$ cat src/hw/sbf_pkg.sv
/*
 Service bus access filter package: address map, slave selects, window limits,
 transfer sizes and the request/answer carriers.
 Assumes a 36-bit service bus address and 32-bit data.
*/
package sbf_pkg;
    // ----------------------------------------------------------------
    // widths and sizes
    // ----------------------------------------------------------------
    localparam int ADDR_W = 36;
    localparam int DATA_W = 32;
    localparam int SYNC_STAGES = 3;
    localparam logic [1:0] SIZE_BYTE = 2'h0;
    localparam logic [1:0] SIZE_HALF = 2'h1;
    localparam logic [1:0] SIZE_WORD = 2'h2;
    localparam int PAGE_SHIFT = 10;

    // ----------------------------------------------------------------
    // slave selects
    // ----------------------------------------------------------------
    localparam logic [3:0] SEL_UNALLOC = 4'h0;
    localparam logic [3:0] SEL_DEBUG   = 4'h1;
    localparam logic [3:0] SEL_HSB     = 4'h4;
    localparam logic [3:0] SEL_HSB_ALT = 4'h5;
    localparam logic [3:0] SEL_MSU     = 4'h6;

    // ----------------------------------------------------------------
    // windows
    // ----------------------------------------------------------------
    localparam logic [35:0] FLASH_BASE    = 36'h580000000;
    localparam logic [35:0] RAM_BASE      = 36'h500000000;
    localparam logic [35:0] UPAGE_START   = 36'h580800000;
    localparam logic [35:0] UPAGE_END     = 36'h581000000;
    localparam logic [35:0] DCOMM_START   = 36'h100000110;
    localparam logic [35:0] DCOMM_END     = 36'h100000118;
    localparam logic [35:0] FLCTL_START   = 36'h5FFFE0000;
    localparam logic [35:0] FLCTL_END     = 36'h5FFFE0400;
    localparam logic [35:0] FLASH_SIZE_DF = 36'h000040000;

    // ----------------------------------------------------------------
    // carriers
    // ----------------------------------------------------------------
    typedef struct packed {
        logic [35:0] addr;
        logic [1:0]  size;
        logic        write;
        logic [31:0] wdata;
    } sbf_req_t;

    typedef struct packed {
        logic        write;
        logic [31:0] rdata;
        logic        error;
    } sbf_rsp_t;

    typedef struct packed {
        logic        secure_mode;
        logic        security_bit;
        logic        user_code_protect_bit;
        logic [31:0] user_page_config_word;
        logic [35:0] boot_protect_size;
    } sbf_sec_t;

    typedef enum logic [1:0] {
        SBF_IDLE,
        SBF_WAKE,
        SBF_BUSY
    } sbf_state_t;
endpackage

$ cat src/hw/sbf_sync.sv
/*
 Three-stage synchroniser for a toggle or level from another clock domain.
 Assumes the input is held long enough for two agreeing late stages.
*/
`timescale 1ns/10ps
module sbf_sync (
    input  wire logic core_clk,
    input  wire logic rst_sync_b,
    input  wire logic async_in,
    output logic      sync_out
);
    logic [2:0] stage;

    always_ff @(posedge core_clk or negedge rst_sync_b) begin
        if (!rst_sync_b) begin
            stage <= 3'h0;
        end else begin
            stage <= {stage[1:0], async_in};
        end
    end

    // change counts once stages two and three agree
    always_ff @(posedge core_clk or negedge rst_sync_b) begin
        if (!rst_sync_b) begin
            sync_out <= 1'b0;
        end else if (stage[1] == stage[2]) begin
            sync_out <= stage[2];
        end
    end
endmodule // sbf_sync

$ cat src/hw/sbf_filter.sv
/*
 Service bus access filter: takes debugger requests across a toggle handshake,
 checks size, alignment, slave select and security windows, forwards allowed
 accesses to one slave and answers the debugger with data or an error.
 Assumes the debugger holds request fields stable from its toggle until the
 answer toggle returns, and each slave answers with a one-cycle done pulse.
 The clock wake request follows the synchronised toggle, so the clock manager
 must restart a stopped core clock on debugger activity before the toggle is
 seen here.
*/
// Functional notes
// - 36-bit address; top four bits pick slave, low 32 go to slave
// - transfers are byte, halfword or word sized
// - select 1 goes to debug unit, 4 to memory space, 0 unallocated
// - select 5 aliases memory space, 6 reaches memory service unit
// - access completes only with clock; request raises clock wake, not sleep exit
// - debugger requests cross domains by handshake; no debugger rate limit
// - each security measure enabled by control signals, blocks or allows ranges
// - secure mode blocks flash and RAM secure areas sized by config word
// - secure mode makes user page read only; other accesses normal
// - security bit allows only debug comm registers and user page reads
// - plus code protect allows flash controller window and unprotected flash
`timescale 1ns/10ps
module sbf_filter (
    input  wire logic              core_clk,
    input  wire logic              rst_b,
    input  wire logic              dbg_req_tgl,
    input  wire sbf_pkg::sbf_req_t dbg_req,
    output sbf_pkg::sbf_rsp_t      dbg_rsp,
    output logic                   dbg_ack_tgl,
    output logic                   clk_wake_req,
    input  wire sbf_pkg::sbf_sec_t sec,
    input  wire logic [35:0]       flash_size,
    output logic [3:0]             slv_sel,
    output sbf_pkg::sbf_req_t      slv_req,
    output logic                   slv_valid,
    input  wire logic              slv_done,
    input  wire logic [31:0]       slv_rdata
);
    import sbf_pkg::*;

    // ----------------------------------------------------------------
    // reset release and request crossing
    // ----------------------------------------------------------------
    logic [1:0] rst_pipe;
    logic       rst_sync_b;
    logic       req_tgl_s;
    logic       req_seen;

    always_ff @(posedge core_clk or negedge rst_b) begin
        if (!rst_b) begin
            rst_pipe <= 2'h0;
        end else begin
            rst_pipe <= {rst_pipe[0], 1'b1};
        end
    end
    assign rst_sync_b = rst_pipe[1];

    sbf_sync u_req_sync (
        .core_clk   (core_clk),
        .rst_sync_b (rst_sync_b),
        .async_in   (dbg_req_tgl),
        .sync_out   (req_tgl_s)
    );

    // ----------------------------------------------------------------
    // request capture
    // ----------------------------------------------------------------
    sbf_state_t state;
    sbf_state_t next_state;
    sbf_req_t   req;
    logic       new_req;

    assign new_req = (req_tgl_s != req_seen) && (state == SBF_IDLE);

    // ----------------------------------------------------------------
    // decode and checks
    // ----------------------------------------------------------------
    wire [3:0]  sel      = req.addr[35:32];
    wire [35:0] a        = req.addr;
    wire        size_ok  = (req.size == SIZE_BYTE) || (req.size == SIZE_HALF)
                         || (req.size == SIZE_WORD);
    wire        align_ok = (req.size == SIZE_BYTE)
                         || ((req.size == SIZE_HALF) && !a[0])
                         || ((req.size == SIZE_WORD) && (a[1:0] == 2'h0));
    wire        sel_ok   = (sel == SEL_DEBUG) || (sel == SEL_HSB)
                         || (sel == SEL_HSB_ALT) || (sel == SEL_MSU);

    // ----------------------------------------------------------------
    // security windows
    // ----------------------------------------------------------------
    wire [35:0] sflash_end = FLASH_BASE
                           + (36'(sec.user_page_config_word[15:0]) << PAGE_SHIFT);
    wire [35:0] sram_end   = RAM_BASE
                           + (36'(sec.user_page_config_word[31:16]) << PAGE_SHIFT);
    wire in_sflash = (a >= FLASH_BASE) && (a < sflash_end);
    wire in_sram   = (a >= RAM_BASE) && (a < sram_end);
    wire in_upage  = (a >= UPAGE_START) && (a < UPAGE_END);
    wire in_dcomm  = (a >= DCOMM_START) && (a < DCOMM_END);
    wire in_flctl  = (a >= FLCTL_START) && (a < FLCTL_END);
    wire [35:0] flfree_lo = FLASH_BASE + sec.boot_protect_size;
    wire [35:0] flfree_hi = FLASH_BASE + flash_size;
    wire in_flfree = (a >= flfree_lo) && (a < flfree_hi);

    wire secure_ok = !(in_sflash || in_sram) && !(in_upage && req.write);
    wire lock_ok   = in_dcomm || (in_upage && !req.write);
    wire prot_ok   = lock_ok || in_flctl || in_flfree;

    logic allow;
    always_comb begin
        allow = 1'b1;
        if (sec.secure_mode && !secure_ok) begin
            allow = 1'b0;
        end
        if (sec.security_bit) begin
            allow = allow && (sec.user_code_protect_bit ? prot_ok : lock_ok);
        end
    end

    wire pass = size_ok && align_ok && sel_ok && allow;

    // ----------------------------------------------------------------
    // sequencer
    // ----------------------------------------------------------------
    always_comb begin
        next_state = state;
        case (state)
            SBF_IDLE: begin
                if (new_req) begin
                    next_state = SBF_WAKE;
                end
            end
            SBF_WAKE: begin
                if (pass) begin
                    next_state = SBF_BUSY;
                end else begin
                    next_state = SBF_IDLE;
                end
            end
            SBF_BUSY: begin
                if (slv_done) begin
                    next_state = SBF_IDLE;
                end
            end
            default: begin
                next_state = SBF_IDLE;
            end
        endcase
    end

    always_ff @(posedge core_clk or negedge rst_sync_b) begin
        if (!rst_sync_b) begin
            state <= SBF_IDLE;
        end else begin
            state <= next_state;
        end
    end

    always_ff @(posedge core_clk or negedge rst_sync_b) begin
        if (!rst_sync_b) begin
            req      <= '0;
            req_seen <= 1'b0;
        end else if (new_req) begin
            req      <= dbg_req;
            req_seen <= req_tgl_s;
        end
    end

    // ----------------------------------------------------------------
    // slave side and answer
    // ----------------------------------------------------------------
    wire start_slv = (state == SBF_WAKE) && pass;
    wire refuse    = (state == SBF_WAKE) && !pass;
    wire slv_end   = (state == SBF_BUSY) && slv_done;
    wire answer    = refuse || slv_end;
    wire wake_next = (next_state != SBF_IDLE);

    sbf_rsp_t next_rsp;
    sbf_req_t next_slv_req;

    assign next_rsp     = {req.write,
                           (refuse ? 32'h0 : slv_rdata),
                           refuse};
    assign next_slv_req = {4'h0, req.addr[31:0],
                           req.size, req.write, req.wdata};

    always_ff @(posedge core_clk or negedge rst_sync_b) begin
        if (!rst_sync_b) begin
            clk_wake_req <= 1'b0;
        end else begin
            clk_wake_req <= wake_next;
        end
    end

    always_ff @(posedge core_clk or negedge rst_sync_b) begin
        if (!rst_sync_b) begin
            slv_valid <= 1'b0;
        end else begin
            slv_valid <= start_slv;
        end
    end

    always_ff @(posedge core_clk or negedge rst_sync_b) begin
        if (!rst_sync_b) begin
            slv_sel <= SEL_UNALLOC;
            slv_req <= '0;
        end else if (start_slv) begin
            slv_sel <= sel;
            slv_req <= next_slv_req;
        end
    end

    always_ff @(posedge core_clk or negedge rst_sync_b) begin
        if (!rst_sync_b) begin
            dbg_rsp     <= '0;
            dbg_ack_tgl <= 1'b0;
        end else if (answer) begin
            dbg_rsp     <= next_rsp;
            dbg_ack_tgl <= ~dbg_ack_tgl;
        end
    end
endmodule // sbf_filter

$ cat config.mk
export PLATFORM = sky130hd
export DESIGN_NAME = sbf_filter
export DESIGN_NICKNAME = d
export VERILOG_FILES = /design/src/hw/sbf_pkg.sv /design/src/hw/sbf_sync.sv /design/src/hw/sbf_filter.sv
export SDC_FILE = /design/constraint.sdc
export NUM_CORES = 1
export LEC_CHECK = 0
export BUFFER_PORTS_ARGS = -buffer_cell sky130_fd_sc_hd__buf_2
export CORE_MARGIN = 2
export CORE_UTILIZATION = 55
export DETAILED_ROUTE_END_ITERATION = 8
export GPL_ROUTABILITY_DRIVEN = 0
export PLACE_DENSITY = 0.94
export SYNTH_ARGS = -nofsm -noshare
export SYNTH_HDL_FRONTEND = slang
export SYNTH_SLANG_ARGS = --single-unit
export TNS_END_PERCENT = 5
$ cat constraint.sdc
create_clock -name core_clk -period 9.11 [get_ports core_clk]
set_input_delay 2.2775 -clock core_clk [delete_from_list [all_inputs] [get_ports core_clk]]
set_output_delay 2.2775 -clock core_clk [all_outputs]
set_load 0.01 [all_outputs]
==> results.md <==
- FFs w/ async S/R, synth: 100%
- First-pass GRT wire length: 45,400 µm
- F_max: 182 MHz
- Critical R2R Launch: a[25]
- Worst Setup Path Type: in2reg
- Fin cells: ~1.6k
- Fill cell count: 1,285
- Root buffer cell: clkbuf_16
- Seq/Total Area, Yosys: around 48%
- CP Launch Point: sec[31]
- Worst Hold Class: reg2async
- Outcome: completed
- Leakage: 6.92 nW
- Final max-slew violation count: 0
- Worst r2r path cells: 10
- Wire per inst: 17.4 µm
- Post-DP Area: between 10,000 and 15,000 µm²
- Finished Cell Area: 12,300 µm²
- Num CTS Buffers: 17
- Top post-synthesis cells by area: dfrtp_1 (48%), ha_1 (13%), nand2_1 (11%)
- R2R Path End: slv_req[42]
- Dpl cells: 1,551
- Endpoints failing setup: 0
- Final clock skew: 0.0119 ns
- TritonCTS clock tree: done
- Initial DRC count: 498
- Clk slew on worst S/H paths: roughly 0.08 ns
- Die span in x: 138 µm
- Placeable Area: 17,800 µm²
- Boundary Pins: 326
- Most frequent cells in the layout: buf_2 (321), nand2_1 (295), dfrtp_1 (187)
- Period minus WS final: 5.50 ns
- CTS Buffer Depth: 2
- Max stage delay on crit path: approximately 0.57 ns
- Pwr/cell area: 303 nW/µm²
- Sink Count: 188
- Largest net degree at the start of global routing: 85
- Leading area contributor after synthesis: dfrtp_1
- Number of vias in the routed layout: just under 9k
- End of the critical path: slv_req[42]
- Period utilisation layout: 60.4%
- CP arrival: about 5.8 ns
- Worst reg2reg setup slack: 5.59 ns
- Drt pass-1 iters: 5
- Bufs and invs on worst path: 4
- Crit-path max FO: 50
- Initial antenna violation count: 3
- Vias in the first global route: 9,171
- Number of cell rows: 49
- Share of cells above drive strength 1: 28.3%
- H-Tree Depth: 4
- Total Routing Usage GR: 29.5%
- Vias per cell: 5.50
- Critical Path Slowest Stage Cell: buf_4
- Post-layout util: between 60% and 70%
- Crit path max-delay family: compound AO/OA/AOI/OAI gates
- Synth Area per Inst: 9.61 µm²
- Routed WL: roughly 28,000 µm
- #FFs+latches synth: 188
- Most common cell after layout, fill and taps aside: buf_2
- Number of synthesized flops with an enable pin: 0
- Synth unique cells: 53
- Peak supply drop: 208 µV
- Post-cts resize count: 0
- DP HPWL: 20,400 µm
- Top FF cell, synth: dfrtp_1
- Fin nets: 1,658
- Least-Margin Pin Slew: 1.25 ns
- Post-synth top area share: ~48%
- Initial Util: 55.6%
- Remaining DRCs: 0
- Final Hold Vio Count: 0
- DRT antenna net count: 0
- CP endpoint kind: register
- Final TNS setup: 0 ns
- Worst-skew pair later-pin latency: ~0.43 ns
- Number of stages on the worst setup path: 16
- CTS Hold Bufs: 0
- Die ar.: 19,100 µm²
- Synth Warn #: 0
- Layout overhead on the synthesized area: 24.1%
- RSZ-0062 raised after global routing: false
- GRT overflow: 0
- Gate Count Post-Synth: a little over 1k
- # port buffers: 321
- Worst rel slew slack: 16.6%
- Max-Cap Viols: 0
- Die extent in y: 138 µm
- Worst Setup Start Kind: input port
- Setup bufs post-CTS: 0
- CP cell instances: buf_2 -> inv_1 -> ha_1 -> inv_1 -> a21oi_1 -> xor2_1 -> ha_1 -> nand4_1 -> nor2_1 -> a221oi_1 -> nand3_1 -> a211oi_1 -> nor2_1 -> o311ai_4 -> buf_4 -> mux2_2
- Post-Syn Area: 9880 µm²
- Critical Path RT: roughly 9.4 ns
==> sequential cells by signal (all words and copies together), names as in the netlist, 2 cells and up <==
register / count
a: 36
dbg_rsp: 34
next_slv_req: 34
rst_pipe: 2
slv_req: 67
slv_sel: 4
state: 2
u_req_sync.stage: 3
==> how the worst min path moves through the flow <==
stage | endpoint | slack [ns] | cells past startpoint
6_report | dbg_rsp[31] | 0.23 | 0
5_1_grt | dbg_rsp[30] | 0.26 | 0
4_1_cts | dbg_rsp[16] | 0.24 | 0
3_5_place_dp | dbg_rsp[30] | 0.23 | 0
3_3_place_gp | dbg_rsp[30] | 0.23 | 0
2_1_floorplan | rst_pipe[1] | 0.33 | 0
==> power by group <==
group	internal (mW)	leakage [nW]	switching [mW]
combinational	0.606	4.24	0.876
sequential	1.15	2.39	0.332
clock	0.372	0.281	0.372
total	2.13	6.92	1.58
==> final cells by class <==
class	instances	area, µm²	share of cell area [%]
clock buffers	17	425	3.47
repair buffers	327	1650	13.5
clock inverters	15	170	1.39
flip-flops and latches	188	4710	38.4
inverters	102	383	3.12
diodes	4	10.0	0.0816
well taps	229	287	2.34
multi-input cells	705	4630	37.7
==> per-layer routing <==
| metal | part of all wire [%] | GRT usage, % |
|---|---|---|
| met1 | 39 | 35.8 |
| met2 | 50 | 50.2 |
| met3 | 7.5 | 6.17 |
| met5 | 0 | 0 |
| met4 | 3.7 | 14.5 |
==> worst reg2reg max path, delay by kind of cell (launching register included) <==
kind	cells	cell delay, ns
simple gates	2	0.27
buf+inv	1	0.57
mux	1	0.47
flops	1	0.50
compound gates	5	1.22
fa+ha+maj	1	0.37
==> cell usage after synthesis, types with 5 or more instances <==
cell and instances:
nand2_1 296, dfrtp_1 188, ha_1 103, inv_1 101, a21oi_1 74, mux2_1 56, nand4_1 22, clkbuf_1 21
o21ai_0 20, nand3_1 17, mux2_2 16, nor2_1 12, a211oi_1 7, nand2b_1 7, nor3_1 7, nor4_1 7
buf_6 6, xor2_1 6, a21o_1 5, buf_4 5
==> stage by stage <==
step | hold slack (ns) | total power, mW | setup WS [ns]
after global placement | 0.226 | 2.87 | 3.38
after floorplan | 0.331 | 2.37 | 3.48
after detailed placement | 0.234 | 2.97 | 3.26
after CTS | 0.241 | 3.73 | 3.59
after global routing | 0.261 | 3.99 | 3.28
final | 0.228 | 3.71 | 3.61
==> logic make-up (layout without fill, tap and decap cells) <==
kind of cell	after synthesis	after routing	synth area share, %
compound gates	130	130	7.74
xor+xnor	8	8	0.709
fa+ha+maj	104	104	13.1
buf+inv	138	461	5.90
flops	188	188	47.6
mux	73	73	8.31
other cells	2	9	0.0760
simple gates	385	385	16.5
No activity file was read; power rests on OpenSTA's default activity.
